## src/verilog/shift4_pkg.sv

```systemverilog
// constants for the four-stage right/left shift register
package shift4_pkg;
   // pin vector layout after the input synchroniser
   localparam int PIN_W        = 8;
   localparam int PAR_LSB      = 0;   // parallel inputs one..four at bits 3:0
   localparam int SER_BIT      = 4;
   localparam int LOAD_CLK_BIT = 5;
   localparam int SHIFT_CLK_BIT = 6;
   localparam int MODE_BIT     = 7;
   // stage register
   localparam int STAGES       = 4;
   localparam logic [3:0] STAGE_RST = 4'h0;
   localparam logic [7:0] PIN_RST   = 8'h00;
   // snapshot buffer
   localparam int SNAP_DEPTH   = 32;
   // set to four, but a pin edge reaches the stages in three cycles: two sync stages plus stage flop, edge detect is combinational
   localparam int PIN_TO_STAGE = 4;
endpackage : shift4_pkg

```

## src/verilog/snap_stream_if.sv

```systemverilog
// valid/ready word stream between the shift register core and its snapshot buffer
`timescale 1ns/100ps
interface snap_stream_if #(
   parameter int WIDTH = 4
);
   logic             valid;
   logic             ready;
   logic [WIDTH-1:0] data;

   modport src (output valid, output data, input ready);
   modport snk (input valid, input data, output ready);
endinterface : snap_stream_if
```

## src/verilog/shift4_right_left.sv

```systemverilog
// four-stage right-shift / parallel-load register with snapshot stream
`timescale 1ns/100ps
module shift4_right_left
   import shift4_pkg::*;
#(
   parameter int FIFO_DEPTH = SNAP_DEPTH
) (
   input  wire logic       sys_clk,
   input  wire logic       rst_n,
   input  wire logic       mode_sel,
   input  wire logic       shift_clk,
   input  wire logic       load_clk,
   input  wire logic       serial_in,
   input  wire logic [3:0] par_in,
   output logic            stage_one_out,
   output logic            stage_two_out,
   output logic            stage_three_out,
   output logic            stage_four_out,
   output logic            snap_valid,
   output logic [3:0]      snap_data,
   input  wire logic       snap_ready,
   output logic            snap_room,
   output logic            snap_drop
);
   logic [PIN_W-1:0]  meta_q;
   logic [PIN_W-1:0]  sync_q;
   logic [PIN_W-1:0]  prev_q;
   logic [STAGES-1:0] stage_q;
   logic [STAGES-1:0] stage_d;
   logic              load_fall;
   logic              shift_fall;
   logic              load_ev;
   logic              shift_ev;
   logic              out_valid_q;
   logic [STAGES-1:0] out_data_q;
   logic              room_q;
   logic              drop_q;
   logic              take;

   snap_stream_if #(.WIDTH(STAGES)) push_if ();
   snap_stream_if #(.WIDTH(STAGES)) pop_if ();

   // every pin is asynchronous to sys_clk: two flops before any logic looks at it
   always_ff @(posedge sys_clk) begin
      if (!rst_n) begin
         meta_q <= PIN_RST;
         sync_q <= PIN_RST;
      end else begin
         meta_q <= {mode_sel, shift_clk, load_clk, serial_in, par_in};
         sync_q <= meta_q;
      end
   end

   // previous synchronised level for edge detection; reset low so release makes no edge
   always_ff @(posedge sys_clk) begin
      if (!rst_n) begin
         prev_q <= PIN_RST;
      end else begin
         prev_q <= sync_q;
      end
   end

   // falling edges only; a clock held high or rising does nothing
   assign load_fall  = prev_q[LOAD_CLK_BIT] & ~sync_q[LOAD_CLK_BIT];
   assign shift_fall = prev_q[SHIFT_CLK_BIT] & ~sync_q[SHIFT_CLK_BIT];
   // mode picks which clock counts; mode edges themselves are no event
   assign load_ev    = sync_q[MODE_BIT] & load_fall;
   assign shift_ev   = ~sync_q[MODE_BIT] & shift_fall;

   // next stage value: load broadside, or shift toward stage four
   always_comb begin
      stage_d = stage_q;
      if (load_ev) begin
         stage_d = sync_q[PAR_LSB +: STAGES];
      end else if (shift_ev) begin
         stage_d = {stage_q[STAGES-2:0], sync_q[SER_BIT]};
      end
   end

   // the part has no clear; the sync reset only gives simulation a known start
   always_ff @(posedge sys_clk) begin
      if (!rst_n) begin
         stage_q <= STAGE_RST;
      end else begin
         stage_q <= stage_d;
      end
   end

   assign stage_one_out   = stage_q[0];
   assign stage_two_out   = stage_q[1];
   assign stage_three_out = stage_q[2];
   assign stage_four_out  = stage_q[3];

   // each update offers its new word to the buffer; the register never waits on it
   assign push_if.valid = load_ev | shift_ev;
   assign push_if.data  = stage_d;

   snap_fifo #(
      .WIDTH (STAGES),
      .DEPTH (FIFO_DEPTH)
   ) u_snap_fifo (
      .sys_clk (sys_clk),
      .rst_n   (rst_n),
      .push    (push_if),
      .pop     (pop_if)
   );

   // output register so the stream ports come from flops; refill when empty or taken
   assign take         = ~out_valid_q | snap_ready;
   assign pop_if.ready = take;

   always_ff @(posedge sys_clk) begin
      if (!rst_n) begin
         out_valid_q <= 1'b0;
      end else if (take) begin
         out_valid_q <= pop_if.valid;
      end
   end

   // data only moves with a real word, so an empty buffer never shows unwritten storage
   always_ff @(posedge sys_clk) begin
      if (!rst_n) begin
         out_data_q <= STAGE_RST;
      end else if (take && pop_if.valid) begin
         out_data_q <= pop_if.data;
      end
   end

   // room and drop: a pin edge cannot be held off, so a full buffer loses the snapshot
   always_ff @(posedge sys_clk) begin
      if (!rst_n) begin
         room_q <= 1'b0;
         drop_q <= 1'b0;
      end else begin
         room_q <= push_if.ready;
         drop_q <= push_if.valid & ~push_if.ready;
      end
   end

   assign snap_valid = out_valid_q;
   assign snap_data  = out_data_q;
   assign snap_room  = room_q;
   assign snap_drop  = drop_q;

   // checker helpers: shifts since the last load, saturating at four, and the last four serial bits shifted in
   logic [2:0]        shift_run_q;
   logic [STAGES-1:0] ser_hist_q;

   // a load restarts the run; after four shifts no loaded bit can remain
   always_ff @(posedge sys_clk) begin
      if (!rst_n) begin
         shift_run_q <= 3'h0;
      end else if (load_ev) begin
         shift_run_q <= 3'h0;
      end else if (shift_ev && (shift_run_q != 3'(STAGES))) begin
         shift_run_q <= shift_run_q + 3'h1;
      end
   end

   // serial history kept apart from the stages, so a wrong shift path shows up
   always_ff @(posedge sys_clk) begin
      if (!rst_n) begin
         ser_hist_q <= STAGE_RST;
      end else if (shift_ev) begin
         ser_hist_q <= {ser_hist_q[STAGES-2:0], sync_q[SER_BIT]};
      end
   end
endmodule : shift4_right_left

```

## src/verilog/snap_fifo.sv

```systemverilog
// synchronous fifo for stage snapshots, width and depth set by parameters
`timescale 1ns/100ps
module snap_fifo #(
   parameter int WIDTH = 4,
   parameter int DEPTH = 32
) (
   input  wire logic   sys_clk,
   input  wire logic   rst_n,
   snap_stream_if.snk  push,
   snap_stream_if.src  pop
);
   localparam int AW = $clog2(DEPTH);

   logic [WIDTH-1:0] mem [DEPTH];
   logic [AW-1:0]    wr_ptr_q;
   logic [AW-1:0]    rd_ptr_q;
   logic [AW:0]      count_q;
   logic             do_push;
   logic             do_pop;

   // honest flags straight from the occupancy count
   assign push.ready = (count_q != (AW+1)'(DEPTH));
   assign pop.valid  = (count_q != '0);
   assign pop.data   = mem[rd_ptr_q];
   assign do_push    = push.valid & push.ready;
   assign do_pop     = pop.valid & pop.ready;

   // storage has no reset; only pointers and count need a defined value
   always_ff @(posedge sys_clk) begin
      if (do_push) begin
         mem[wr_ptr_q] <= push.data;
      end
   end

   // pointers wrap at depth, which need not be a power of two
   always_ff @(posedge sys_clk) begin
      if (!rst_n) begin
         wr_ptr_q <= '0;
         rd_ptr_q <= '0;
      end else begin
         if (do_push) begin
            wr_ptr_q <= (wr_ptr_q == AW'(DEPTH-1)) ? '0 : wr_ptr_q + 1'b1;
         end
         if (do_pop) begin
            rd_ptr_q <= (rd_ptr_q == AW'(DEPTH-1)) ? '0 : rd_ptr_q + 1'b1;
         end
      end
   end

   // occupancy, push and pop in one cycle cancel
   always_ff @(posedge sys_clk) begin
      if (!rst_n) begin
         count_q <= '0;
      end else if (do_push && !do_pop) begin
         count_q <= count_q + 1'b1;
      end else if (do_pop && !do_push) begin
         count_q <= count_q - 1'b1;
      end
   end
endmodule : snap_fifo

```

## config.mk

```make
export PLATFORM = sky130hd
export DESIGN_NAME = shift4_right_left
export DESIGN_NICKNAME = d
export VERILOG_FILES = /design/src/verilog/shift4_pkg.sv /design/src/verilog/snap_stream_if.sv /design/src/verilog/shift4_right_left.sv /design/src/verilog/snap_fifo.sv
export SDC_FILE = /design/constraint.sdc
export NUM_CORES = 1
export LEC_CHECK = 0
export BUFFER_PORTS_ARGS = -buffer_cell sky130_fd_sc_hd__buf_2
export CORE_MARGIN = 10
export CORE_UTILIZATION = 49
export DETAILED_ROUTE_END_ITERATION = 8
export GPL_TIMING_DRIVEN = 0
export MAX_ROUTING_LAYER = met4
export PLACE_DENSITY = 0.65
export SYNTH_ARGS = -nofsm -noshare
export SYNTH_HDL_FRONTEND = slang
export SYNTH_SLANG_ARGS = --single-unit
export TNS_END_PERCENT = 30
```

## constraint.sdc

```tcl
create_clock -name sys_clk -period 6.05 [get_ports sys_clk]
set_input_delay 0.9075 -clock sys_clk [delete_from_list [all_inputs] [get_ports sys_clk]]
set_output_delay 0.9075 -clock sys_clk [all_outputs]
set_load 0.02 [all_outputs]
```

### Word-level counts from Yosys, hierarchy flattened

Memory sizes are Yosys's and may differ from the RTL's. A register that Yosys moved wholly into a read port is not among the register bits.
Cells that the tools add are included.

* RAM bits: 128
* register bits after elaboration: 46
* output and inout port bits: 11
* memories: 1

Memories
* u_snap_fifo.mem: words 32, bits a word 4, read ports 1, clocked after Yosys merged registers in 1, wr ports 1, line snap_fifo.sv:14 `logic [WIDTH-1:0] mem [DEPTH];`

* add/subtract/negate cells: 4
* reduce and logical (&&, ||, !) cells: 8
* equality and inequality tests: 3
* bitwise gates (word level): 14
* muxes and demuxes: 8

Operators by type and width (number)
* two-way mux 6 bit: 2
* adder 5 x 1 -> 5 bit (second input constant): 2
* == test 5 bit (second input constant): 2
* two-way mux 5 bit: 2
* two-way mux 4 bit: 2
* bitwise AND 1 bit: 7
* adder 6 x 1 -> 6 bit (second input constant): 1
* != test 6 bit (second input constant): 1
* nonzero test 6 bit: 1
* subtractor 6 x 1 -> 6 bit (second input constant): 1
* inverter 1 bit: 5
* logical AND 1 bit: 3
* logical NOT 1 bit: 3
* two-way mux 1 bit: 2
* bitwise OR 1 bit: 2
* nonzero test 2 bit: 1

### Longest topological paths before layout

Gate-level depths: netlist of run 1.

* depth after elaboration: 9
* gate-level depth with buffers: 13

### Hierarchy

A second synthesis of run 1 with hierarchy kept.

* cell total of the unflattened synthesis: 503
* area total of the unflattened synthesis: 7270.7 µm²

By module, submodules not included
* snap_fifo: cells an instance 411, times used 1, area an instance 6273.5 µm², seq. area each 4264.1 µm²
* shift4_right_left: cells an instance 92, times used 1, area an instance 997.2 µm², seq. area each 580.6 µm²

### Worst setup path after synthesis of run 1

No wires, ideal clock.

* kind: register to register
* start point: reg u_snap_fifo.count_q[0]
* end point: reg u_snap_fifo.count_q[5]
* data required time: 5.917 ns
* data arrival time: 2.804 ns
* period minus slack after synthesis: 2.938 ns
* setup slack: 3.112 ns
* library setup time: 0.133 ns
* cell stages (with the launch flop): 13
* cells stage by stage: dfxtp_1 or4_4 o31a_1 buf_6 inv_2 buf_6 ha_1 inv_1 ha_1 nor2b_1 a311oi_1 o311ai_0 mux2i_1

* cells in the longest elaborated chain, start to end: 5
* elaborated cells on any way between the ends: 13
* classes of those cells: add/sub: 2; eq/ne: 1; mux: 2; bitwise: 2; reduce/logical: 6

Ends and longest elaborated chain
* from (decl): line snap_fifo.sv:17 `logic [AW:0] count_q;`
* from (signal assigned): line snap_fifo.sv:55 `count_q <= count_q + 1'b1;`
* from (signal assigned): line snap_fifo.sv:57 `count_q <= count_q - 1'b1;`
* branches (longest 5 deep; another with subtractor 6 x 1 -> 6 bit)

Parallel ways; which one is timed is not known. The select of a mux whose other input is x is not followed.
A chain may end at the register's enable or synchronous reset.

### Worst setup path in the final report of run 1

Ends and elaborated chain as after synthesis.

==> results of run 1 <==
-- cell families after synthesis --
kind of cell | Yosys count
flip-flops | 173
AND/OR/NAND/NOR | 134
AO/OA/AOI/OAI | 58
multiplexers | 50
buffers and inverters | 33
adder cells (fa/ha/maj) | 13
XOR/XNOR | 4
-- cell usage in the layout, fill, tap and decap left out, types with 4 or more instances in the layout --
master,synthesis,routed
inv_1,6,6
and2_1,23,23
edfxtp_1,128,128
buf_2,5,25
mux4_2,21,21
clkbuf_16,0,17
nor2_1,52,52
nand2_1,24,24
mux4_1,7,7
clkbuf_1,11,11
a21oi_1,20,20
mux2i_1,22,22
o21ai_2,0,4
dfxtp_1,45,45
ha_1,12,12
nor3_1,8,8
inv_8,0,5
inv_6,0,4
o21ai_0,16,12
nand3b_1,5,5
-- area by class of cell --
type / count / area, um^2 / share of cell area [%]
flip-flops and latches: 173 / 4740 / 59.0
inverters: 9 / 33.8 / 0.420
multi-input cells: 259 / 2140 / 26.6
clock buffers: 17 / 425 / 5.29
well taps: 180 / 225 / 2.80
plain buffers: 24 / 159 / 1.97
clock inverters: 15 / 145 / 1.80
repair buffers: 24 / 173 / 2.15
-- per-stage QoR --
stage,hold slack [ns],cell area (um^2)
floorplan,0.412,7060
global placement,0.415,7390
detailed placement,0.418,7480
CTS,0.435,8050
global route,0.454,8050
finish,0.434,8050
-- worst register-to-register path: stages (launching register included) --
cell and delay (ns):
dfxtp_1 0.36, or4_4 0.60, o31a_1 0.27, buf_6 0.15, inv_2 0.06, buf_6 0.13
ha_1 0.24, inv_1 0.17, ha_1 0.36, nor2b_1 0.19, nand2_1 0.07, o311ai_0 0.49
mux2i_1 0.24
-- worst max-delay path by stage --
stage                                   startpoint                                  end  slack (ns)  cells after the start
2_1_floorplan                           snap_ready  u_snap_fifo.count_q[5]$_SDFFE_PN0P_        3.11                     12
3_3_place_gp                  sync_q[7]$_SDFF_PN0_     u_snap_fifo.mem[14][3]$_DFFE_PP_        1.67                      3
3_5_place_dp                            snap_ready  u_snap_fifo.count_q[5]$_SDFFE_PN0P_        2.63                     13
4_1_cts        u_snap_fifo.count_q[0]$_SDFFE_PN0P_  u_snap_fifo.count_q[5]$_SDFFE_PN0P_        2.66                     12
5_1_grt        u_snap_fifo.count_q[0]$_SDFFE_PN0P_  u_snap_fifo.count_q[5]$_SDFFE_PN0P_        2.48                     13
6_report       u_snap_fifo.count_q[0]$_SDFFE_PN0P_  u_snap_fifo.count_q[5]$_SDFFE_PN0P_        2.64                     12
-- state kept, by name, summed over array words and instances, names as in the netlist --
signal	count
u_snap_fifo.rd_ptr_q	5
stage_q	4
snap_drop	1
u_snap_fifo.wr_ptr_q	5
meta_q	8
prev_q	2
snap_room	1
u_snap_fifo.mem	128
snap_valid	1
u_snap_fifo.count_q	6
snap_data	4
sync_q	8
-- report_power, final --
group | total (W) | internal, W | switching, W
Sequential | 0.00134 | 0.00130 | 0.0000332
Clock | 0.00104 | 0.000548 | 0.000494
Combinational | 0.000662 | 0.000301 | 0.000361
Total | 0.00304 | 0.00215 | 0.000888
-- per-layer routing --
metal | track usage [%] | part of all wire, % | vias to the layer above | wire (um)
met4 | 7.28 | 2.8 | 0 | 401
met3 | 3.52 | 5.7 | 31 | 825
met2 | 24.2 | 48 | 129 | 7020
met5 | - | 0 | - | 0
met1 | 19.5 | 43 | 1994 | 6320
li1 | - | - | 1862 | -
==> flow_metrics.env, run 1 <==
export IMPL_synth_cell_types=51
export IMPL_final_max_slew_viol_count=0
export IMPL_cts_buffers=17
export IMPL_cts_hold_fix_buffers=0
export IMPL_critPathCaptureType="flop"
export IMPL_path_class="flop to flop"
export IMPL_fin_crit_sh_pct=56.4
export IMPL_drc=0
export IMPL_worst_setup_path_start_kind="flop"
export IMPL_vias=4016
export IMPL_synthArstFlopShare_pct=0
export IMPL_hold_path_class="flop to flop"
export IMPL_critPathTopFamily="simple AND/OR/NAND/NOR gates"
export IMPL_fin_tns_setup_ns=0
export IMPL_synth_xor_xnor_area_share_pct=0.496
export IMPL_synth_edf_count=128
export IMPL_initial_core_util_pct=50.5
export IMPL_reg2regPathDepth=12
export IMPL_grt_pass1_wl_um=22800
export IMPL_timing_final_hold_violations=0
export IMPL_synth_top_cell_area_share_pct=54.4
export IMPL_synthMuxAreaShare_pct=12.4
export IMPL_synth_compound_area_share_pct=5.35
export IMPL_finalClockSkew_ns=0.0100
export IMPL_die_w_um=140
export IMPL_grtUsageTotal_pct=15.7
export IMPL_ys_seq_area_share_pct=67.2
export IMPL_hold_start="meta_q[1]$_SDFF_PN0_"
export IMPL_core_rowCount=43
export IMPL_cts_root_buf="clkbuf_16"
export IMPL_drt_iter0_markers=410
export IMPL_post_cts_setup_buffers=0
export IMPL_rsz0062_at_grt="no"
export IMPL_r2r_slack_ns=2.64
export IMPL_cts_tree="built"
export IMPL_routedWlPerCell_um=20.8
export IMPL_coreArea_um2=14000
export IMPL_cp_slowest_cell="or4_4"
export IMPL_layout_cells_non_filler=701
export IMPL_synthTopCellsByCount="128 x edfxtp_1, 52 x nor2_1, 45 x dfxtp_1, 24 x nand2_1, 23 x and2_1"
export IMPL_netlist_top_cells_area="edfxtp_1 54%, dfxtp_1 13%, mux4_2 6.7%"
export IMPL_grt_max_degree=27
export IMPL_period_needed_ns=3.41
export IMPL_hold_depth=1
export IMPL_critical_path_required_ns=6.42
export IMPL_setup_viol=0
export IMPL_grt_pass1_vias=3995
export IMPL_whs_endpoint="sync_q[1]$_SDFF_PN0_"
export IMPL_drive_gt1_share_pct=19.2
export IMPL_die_y_um=140
export IMPL_cellPowerDensity_nw_per_um2=378
export IMPL_syn_inst=465
export IMPL_nFillCells=1109
export IMPL_finalWeightedCongestion=0.833
export IMPL_overflow=0
export IMPL_num_nets_final=532
export IMPL_yosysMostFrequentCell="edfxtp_1"
export IMPL_r2r_start="u_snap_fifo.count_q[0]$_SDFFE_PN0P_"
export IMPL_vias_per_cell=5.73
export IMPL_ys_seq_elements=173
export IMPL_synth_top_family_by_area="multiplexers"
export IMPL_clockBufferDepth=2
export IMPL_critical_path_max_stage_delay_ns=0.60
export IMPL_fp_dieArea_um2=19600
export IMPL_ant_nets=0
export IMPL_drtPass1Iterations=5
export IMPL_pre_cts_ws_ns=2.63
export IMPL_wirelength_um=14600
export IMPL_critPathMaxFanout=10
export IMPL_relSlewSlack_pct=53.5
export IMPL_io_buffers=20
export IMPL_area_growth_pct=13.9
export IMPL_synth_fa_ha_area_share_pct=2.41
export IMPL_finalPower_w=0.00304
export IMPL_synth_warnings=0
export IMPL_place_inst=669
export IMPL_synth_area_per_cell_um2=15.2
export IMPL_drv_cap=0
export IMPL_cts_resized=0
export IMPL_path_cells="or4_4 > o31a_1 > buf_6 > inv_2 > buf_6 > ha_1 > inv_1 > ha_1 > nor2b_1 > nand2_1 > o311ai_0 > mux2i_1"
export IMPL_p_leak_nw=2.75
export IMPL_synth_top_area_cell="edfxtp_1"
export IMPL_ys_flop_type="edfxtp_1"
export IMPL_cp_num_buf_inv=4
export IMPL_reg2reg_to="u_snap_fifo.count_q[5]$_SDFFE_PN0P_"
export IMPL_antenna_found_initial=0
export IMPL_dpl_hpwl_um=10000
export IMPL_worstSkewPairLatency_ns=0.44
export IMPL_fin_util_pct=57.5
export IMPL_antennaDiodeCount=0
export IMPL_syn_cell_area_um2=7060
export IMPL_fmax_mhz=293
export IMPL_cp_data_arrival_time_ns=3.77
export IMPL_status="finished clean"
export IMPL_finalWorstSetupSlack_ns=2.64
export IMPL_synth_fp_nets=489
export IMPL_path_clk_slew_ns=0.07
export IMPL_irDropWorstVdd_v=0.000197
export IMPL_synth_simple_gate_area_share_pct=9.42
export IMPL_io_pins=22
export IMPL_worst_pin_slew_ns=0.698
export IMPL_clock_sinks=173
export IMPL_htree_levels=4
Note: power is estimated with default switching activity, not from simulation.
==> run 2, diff against run 1 <==
--- a/config.mk
+++ b/config.mk
@@ -5,13 +5,14 @@
 export SDC_FILE = /design/constraint.sdc
 export NUM_CORES = 1
 export LEC_CHECK = 0
+export ABC_AREA = 1
 export BUFFER_PORTS_ARGS = -buffer_cell sky130_fd_sc_hd__buf_2
 export CORE_MARGIN = 10
 export CORE_UTILIZATION = 49
 export DETAILED_ROUTE_END_ITERATION = 8
 export GPL_TIMING_DRIVEN = 0
 export MAX_ROUTING_LAYER = met4
-export PLACE_DENSITY = 0.65
+export PLACE_DENSITY = 0.68
 export SYNTH_ARGS = -nofsm -noshare
 export SYNTH_HDL_FRONTEND = slang
 export SYNTH_SLANG_ARGS = --single-unit
==> constraint.sdc (replaced) <==
create_clock -name sys_clk -period 2.77 [get_ports sys_clk]
set_input_delay 0.4155 -clock sys_clk [delete_from_list [all_inputs] [get_ports sys_clk]]
set_output_delay 0.4155 -clock sys_clk [all_outputs]
set_load 0.02 [all_outputs]
==> run 2 against run 1 <==
Fmax up 35%. Via count up 33%. Sequential power up 120%. Sequential share of layout area down 3.8 points. Critical path type unchanged. Critical endpoint unchanged.
==> flow_metrics.env, run 2 <==
export IMPL_cts_resized=0
export IMPL_synth_fp_nets=808
export IMPL_ys_seq_area_share_pct=62.7
export IMPL_overflow=0
export IMPL_drtPass1Iterations=5
export IMPL_dpl_hpwl_um=11700
export IMPL_die_w_um=144
export IMPL_synth_fa_ha_area_share_pct=2.25
export IMPL_wirelength_um=17600
export IMPL_htree_levels=4
export IMPL_coreArea_um2=15100
export IMPL_die_y_um=144
export IMPL_largest_register="u_snap_fifo.mem"
export IMPL_path_class="flop to flop"
export IMPL_drive_gt1_share_pct=12.2
export IMPL_path_clk_slew_ns=0.07
export IMPL_synth_top_area_cell="edfxtp_1"
export IMPL_ys_flop_type="edfxtp_1"
export IMPL_num_nets_final=850
export IMPL_relSlewSlack_pct=36.3
export IMPL_worst_pin_slew_ns=0.952
export IMPL_final_area_um2=8590
export IMPL_rsz0062_at_grt="no"
export IMPL_io_pins=22
export IMPL_status="finished clean"
export IMPL_critical_path_required_ns=3.13
export IMPL_synth_top_family_by_area="simple AND/OR/NAND/NOR gates"
export IMPL_largest_reg_flops=128
export IMPL_hold_depth=3
export IMPL_ys_seq_elements=173
export IMPL_reg2regPathDepth=13
export IMPL_worst_setup_path_start_kind="flop"
export IMPL_mostFrequentLayoutCells="227 x nand2_1, 128 x edfxtp_1, 114 x inv_1"
export IMPL_synth_simple_gate_area_share_pct=22.8
export IMPL_fp_dieArea_um2=20800
export IMPL_cp_data_arrival_time_ns=2.88
export IMPL_dpl_cell_area_um2=7990
export IMPL_drt_iter0_markers=587
export IMPL_finalClockSkew_ns=0.00938
export IMPL_critPathMaxFanout=10
export IMPL_antenna_found_initial=0
export IMPL_synthArstFlopShare_pct=0
export IMPL_synth_area_per_cell_um2=9.65
export IMPL_yosysMostFrequentCell="nand2_1"
export IMPL_clock_sinks=173
export IMPL_area_growth_pct=13.6
export IMPL_worstSkewPairLatency_ns=0.44
export IMPL_synth_edf_count=128
export IMPL_final_max_slew_viol_count=0
export IMPL_cts_root_buf="clkbuf_16"
export IMPL_synthTopCellsByCount="227 x nand2_1, 128 x edfxtp_1, 114 x inv_1, 97 x nand3_1, 54 x nor2_1"
export IMPL_synth_xor_xnor_area_share_pct=0.811
export IMPL_critPathCaptureType="flop"
export IMPL_io_buffers=21
export IMPL_syn_cell_area_um2=7560
export IMPL_grt_pass1_vias=5166
export IMPL_netlist_top_cells_area="edfxtp_1 51%, dfxtp_1 12%, nand2_1 11%"
export IMPL_grt_pass1_wl_um=27700
export IMPL_antennaDiodeCount=0
export IMPL_fmax_mhz=396
export IMPL_p_leak_nw=3.69
export IMPL_finalWeightedCongestion=0.927
export IMPL_hold_worst_slack_ns=0.158
export IMPL_cts_tree="built"
export IMPL_finalPower_w=0.00751
export IMPL_grtUsageTotal_pct=18.4
export IMPL_synth_top_cell_area_share_pct=50.8
export IMPL_cts_hold_fix_buffers=0
export IMPL_drv_cap=0
export IMPL_clockBufferDepth=2
export IMPL_synthMuxAreaShare_pct=0
export IMPL_timing_final_hold_violations=0
export IMPL_period_needed_ns=2.52
export IMPL_cellPowerDensity_nw_per_um2=874
export IMPL_cts_buffers=17
export IMPL_nFillCells=1300
export IMPL_synth_cell_types=32
export IMPL_hold_path_class="primary input to flop"
export IMPL_fin_crit_sh_pct=91.1
export IMPL_vias=5338
export IMPL_layout_commonest_cell="nand2_1"
export IMPL_initial_core_util_pct=49.9
export IMPL_routedWlPerCell_um=17.1
export IMPL_drc=0
export IMPL_core_rowCount=45
export IMPL_top_regs="u_snap_fifo.mem x128, meta_q x8, sync_q x8"
export IMPL_syn_inst=784
export IMPL_setup_viol=0
export IMPL_fin_tns_setup_ns=0
export IMPL_irDropWorstVdd_v=0.000471
export IMPL_synth_compound_area_share_pct=2.98
export IMPL_post_cts_setup_buffers=0
export IMPL_grt_max_degree=34
export IMPL_ant_nets=0
export IMPL_vias_per_cell=5.20
export IMPL_synth_warnings=0
-- run 2: critical path, cell delays in order, from the launching register on --
cell	delay, ns
dfxtp_1	0.33
nor3_4	0.24
nor2_1	0.15
nor2_8	0.23
ha_1	0.23
inv_1	0.12
ha_1	0.36
nand3_1	0.09
nand3_1	0.12
nand2_1	0.08
nand2_1	0.09
xor2_1	0.19
nand2_1	0.08
a21oi_1	0.13
-- run 2: kinds of logic (layout without fill, tap and decap cells) --
kind of cell | count (synthesis) | after routing
AND/OR/NAND/NOR | 399 | 399
adder cells (fa/ha/maj) | 13 | 13
XOR/XNOR | 7 | 7
AO/OA/AOI/OAI | 42 | 42
flip-flops | 173 | 173
buffers and inverters | 150 | 205
-- run 2: final timing paths --
kind                              from                                  end  slack [ns]
hold reg to reg   meta_q[1]$_SDFF_PN0_                 sync_q[1]$_SDFF_PN0_        0.41
setup / recovery  sync_q[6]$_SDFF_PN0_  u_snap_fifo.count_q[5]$_SDFFE_PN0P_        0.25
setup reg to reg  sync_q[6]$_SDFF_PN0_  u_snap_fifo.count_q[5]$_SDFFE_PN0P_        0.25
hold / removal                mode_sel                 meta_q[7]$_SDFF_PN0_        0.16
-- run 2: metrics by stage --
| stage | utilization (%) | setup slack [ns] | cells |
|---|---|---|---|
| 2_1_floorplan | - | 0.313 | 784 |
| 3_3_place_gp | 52.2 | -2.00 | 993 |
| 3_5_place_dp | 52.7 | 0.334 | 995 |
| 4_1_cts | 56.7 | 0.269 | 1027 |
| 5_1_grt | 56.7 | 0.0188 | 1027 |
| 6_report | 56.7 | 0.246 | 1027 |
-- run 2: cell type report --
type / instances / area (um^2) / area share [%]
timing repair buffer: 23 / 145 / 1.69
tap: 188 / 235 / 2.74
inverter: 120 / 455 / 5.30
clock inverter: 15 / 179 / 2.08
clock buffer: 17 / 425 / 4.95
multi-input combinational: 461 / 2230 / 25.9
buffer: 30 / 183 / 2.13
sequential: 173 / 4740 / 55.2
-- run 2: power breakdown --
group	internal, W	total, W	switching [W]
Combinational	0.000683	0.00213	0.00145
Clock	0.00136	0.00241	0.00106
Sequential	0.00288	0.00296	0.0000781
Total	0.00493	0.00751	0.00258
-- run 2: per-layer routing --
| layer | wire (um) | vias up | track usage [%] |
|---|---|---|---|
| met3 | 1130 | 36 | 3.38 |
| li1 | - | 2611 | - |
| met1 | 7470 | 2496 | 22.1 |
| met5 | 0 | - | - |
| met4 | 442 | 0 | 8.03 |
| met2 | 8530 | 195 | 29.9 |
==> run 3, diff against run 2 <==
--- a/config.mk
+++ b/config.mk
@@ -15,5 +15,6 @@
 export PLACE_DENSITY = 0.68
 export SYNTH_ARGS = -nofsm -noshare
 export SYNTH_HDL_FRONTEND = slang
+export SYNTH_HIERARCHICAL = 1
 export SYNTH_SLANG_ARGS = --single-unit
 export TNS_END_PERCENT = 30
==> constraint.sdc (replaced) <==
create_clock -name sys_clk -period 2.77 [get_ports sys_clk]
set_input_delay 0.4155 -clock sys_clk [delete_from_list [all_inputs] [get_ports sys_clk]]
set_output_delay 0.4155 -clock sys_clk [all_outputs]
set_load 0.005 [all_outputs]
==> run 3 against run 2 <==
Sequential share of layout area is 1.9 points higher. Synthesized area shrank 0.48%. Hold slack better by 0.0054 ns. Power rose by 0.68%. Sequential power grew 3%. Non-clock buffer count fell by 2. Clock power grew 2%. Critical path type unchanged. Largest cell class unchanged.
==> flow_metrics.env, run 3 <==
export IMPL_io_pins=22
export IMPL_timing_final_hold_violations=0
export IMPL_grt_pass1_vias=5145
export IMPL_area_growth_pct=12.7
export IMPL_syn_inst=743
export IMPL_period_needed_ns=2.46
export IMPL_post_cts_setup_buffers=0
export IMPL_ant_nets=0
export IMPL_mostFrequentLayoutCells="231 x nand2_1, 128 x edfxtp_1, 115 x nand3_1"
export IMPL_critical_path_required_ns=3.10
export IMPL_p_seq_share_pct=40.3
export IMPL_overflow=0
export IMPL_multi_input_area_um2=2240
export IMPL_crit_top_cell="inv_1"
export IMPL_ys_seq_elements=178
export IMPL_worstSkewPairLatency_ns=0.43
export IMPL_vias=5338
export IMPL_p_clk_share_pct=32.6
export IMPL_vias_per_cell=5.42
export IMPL_cp_startpoint="u_snap_fifo/count_q[1]$_SDFFE_PN0P_"
export IMPL_hold_worst_slack_ns=0.163
export IMPL_synth_warnings=6
export IMPL_fin_tns_setup_ns=0
export IMPL_antennaDiodeCount=0
export IMPL_reg2regPathDepth=12
export IMPL_initial_core_util_pct=49.7
export IMPL_synth_cell_types=29
export IMPL_status="finished clean"
export IMPL_critPathCaptureType="flop"
export IMPL_irDropWorstVdd_v=0.000458
export IMPL_synth_fa_ha_area_share_pct=2.43
export IMPL_grtUsageTotal_pct=17.8
export IMPL_die_w_um=144
export IMPL_cts_buffers=17
export IMPL_synthTopCellsByCount="231 x nand2_1, 128 x edfxtp_1, 115 x nand3_1, 54 x inv_1, 50 x dfxtp_1"
export IMPL_reg2reg_to="u_snap_fifo/count_q[4]$_SDFFE_PN0P_"
export IMPL_synth_compound_area_share_pct=1.99
export IMPL_p_switching_w=0.00249
export IMPL_worst_pin_slew_ns=1.14
export IMPL_drc=0
export IMPL_cts_hold_fix_buffers=0
export IMPL_antenna_found_initial=0
export IMPL_fin_crit_sh_pct=89.0
export IMPL_largest_register="u_snap_fifo/mem"
export IMPL_synth_top_family_by_area="simple AND/OR/NAND/NOR gates"
export IMPL_finalPower_w=0.00756
export IMPL_sw_frac_of_total_pct=33.0
export IMPL_hold_start="load_clk"
export IMPL_cp_data_arrival_time_ns=2.79
export IMPL_synth_xor_xnor_area_share_pct=0.582
export IMPL_synth_top_area_cell="edfxtp_1"
export IMPL_clock_sinks=178
export IMPL_cp_slowest_cell="dfxtp_1"
export IMPL_core_rowCount=45
export IMPL_setup_viol=0
export IMPL_synth_area_per_cell_um2=10.1
export IMPL_yosysMostFrequentCell="nand2_1"
export IMPL_synthMuxAreaShare_pct=0
export IMPL_synth_simple_gate_area_share_pct=24.8
export IMPL_grt_max_degree=33
export IMPL_synth_edf_count=128
export IMPL_largest_reg_flops=128
export IMPL_cts_root_buf="clkbuf_16"
export IMPL_rsz0062_at_grt="no"
export IMPL_finalClockSkew_ns=0.0111
export IMPL_synth_fp_nets=768
export IMPL_coreArea_um2=15100
export IMPL_combPwrFrac_pct=27.1
export IMPL_synth_top_cell_area_share_pct=51.1
export IMPL_ys_seq_area_share_pct=64.4
export IMPL_syn_cell_area_um2=7530
export IMPL_top_regs="u_snap_fifo/mem x128, meta_q x8, sync_q x8"
export IMPL_ys_flop_type="edfxtp_1"
export IMPL_routedWlPerCell_um=17.7
export IMPL_htree_levels=4
export IMPL_path_class="flop to flop"
export IMPL_drt_iter0_markers=479
export IMPL_internal_power_w=0.00507
export IMPL_worst_setup_path_start_kind="flop"
export IMPL_r2r_slack_ns=0.31
export IMPL_clockBufferDepth=2
export IMPL_io_buffers=21
export IMPL_p_leak_nw=3.52
export IMPL_drive_gt1_share_pct=11.9
export IMPL_critPathMaxFanout=5
export IMPL_wirelength_um=17400
export IMPL_regArea_um2=4840
export IMPL_fmax_mhz=406
export IMPL_cellPowerDensity_nw_per_um2=891
export IMPL_finalWeightedCongestion=1.01
export IMPL_place_inst=952
export IMPL_grt_pass1_wl_um=27300
export IMPL_final_max_slew_viol_count=0
export IMPL_netlist_top_cells_area="edfxtp_1 51%, dfxtp_1 13%, nand2_1 12%"
export IMPL_critical_path_max_stage_delay_ns=0.35
export IMPL_dpl_hpwl_um=12100
export IMPL_relSlewSlack_pct=24.2
export IMPL_crit_path_end="u_snap_fifo/count_q[4]$_SDFFE_PN0P_"
export IMPL_drtPass1Iterations=5
export IMPL_layout_commonest_cell="nand2_1"
export IMPL_nFillCells=1254
export IMPL_path_cells="nor2_1 > nand4_2 > nand2_2 > inv_1 > ha_1 > inv_1 > ha_1 > a21oi_1 > o21ai_0 > xor2_1 > o21ai_0 > inv_1"
export IMPL_path_clk_slew_ns=0.07
export IMPL_hold_path_class="primary input to flop"
export IMPL_num_nets_final=808
export IMPL_r2r_start="u_snap_fifo/count_q[1]$_SDFFE_PN0P_"
export IMPL_cts_tree="built"
export IMPL_fp_dieArea_um2=20700
export IMPL_layout_cells_non_filler=984
export IMPL_die_y_um=144
export IMPL_drv_cap=0
export IMPL_cts_resized=0
export IMPL_synthArstFlopShare_pct=0
==> run 3: cell types whose count changed in the layout (fill, tap and decap cells not counted), moves of 6 or more <==
cell,delta
buf_2,+8
clkbuf_1,-8
inv_1,-60
nand3_1,+18
nand4_1,+6
nor2_1,-28
nor3_1,+32
o211ai_1,-6
==> run 3: power by group through the flow <==
stage | Sequential, W | Combinational [W] | Clock [W]
final | 0.00305 | 0.00205 | 0.00246
after global routing | 0.00306 | 0.00227 | 0.00261
after CTS | 0.00305 | 0.00202 | 0.00249
after detailed placement | 0.00310 | 0.00201 | 0
after global placement | 0.00310 | 0.00196 | 0
after floorplan | 0.00308 | 0.00141 | 0
==> run 3: area by class of cell <==
cell class / instances / area share, %
repair buffers: 21 / 1.24
inverters: 62 / 2.74
plain buffers: 30 / 2.45
multi-input cells: 473 / 26.4
clock inverters: 11 / 1.24
flip-flops and latches: 178 / 57.1
clock buffers: 21 / 6.06
well taps: 188 / 2.77
==> run 3: worst min-delay path by stage <==
stage / end / slack [ns] / cells past startpoint
after global placement: sync_q[1]$_SDFF_PN0_ / 0.40 / 2
after detailed placement: sync_q[3]$_SDFF_PN0_ / 0.40 / 2
after floorplan: sync_q[0]$_SDFF_PN0_ / 0.39 / 2
after CTS: meta_q[5]$_SDFF_PN0_ / 0.15 / 3
final: meta_q[5]$_SDFF_PN0_ / 0.16 / 3
after global routing: meta_q[7]$_SDFF_PN0_ / 0.16 / 3
==> run 3: cell families (layout without fill, tap and decap cells) <==
| group | after synthesis | count (layout) |
|---|---|---|
| xor+xnor | 5 | 5 |
| fa+ha+maj | 14 | 14 |
| compound gates | 30 | 30 |
| flops | 178 | 178 |
| simple gates | 424 | 424 |
| buf+inv | 92 | 145 |
==> run 3: per-stage QoR <==
step | setup WS, ns | cell area (um^2) | utilization (%)
after floorplan | 0.665 | 7530 | -
after global placement | 0.366 | 7870 | 51.9
after detailed placement | 0.298 | 7870 | 51.9
after CTS | 0.283 | 8490 | 56.0
after global routing | 0.0384 | 8490 | 56.0
final | 0.306 | 8490 | 56.0
==> run 3: worst max-delay path: cells and delay by family (launching register included) <==
| family | cells | cell delay [ns] |
|---|---|---|
| simple gates | 3 | 0.54 |
| compound gates | 3 | 0.43 |
| flops | 1 | 0.35 |
| buf+inv | 3 | 0.32 |
| fa+ha+maj | 2 | 0.58 |
| xor+xnor | 1 | 0.15 |
==> run 3: per-layer routing <==
| metal | vias up | track usage (%) | routed length (um) |
|---|---|---|---|
| met3 | 45 | 4.13 | 1090 |
| met5 | - | - | 0 |
| met1 | 2494 | 21.5 | 7470 |
| met4 | 0 | 8.81 | 582 |
| met2 | 210 | 27.6 | 8240 |
| li1 | 2589 | - | - |
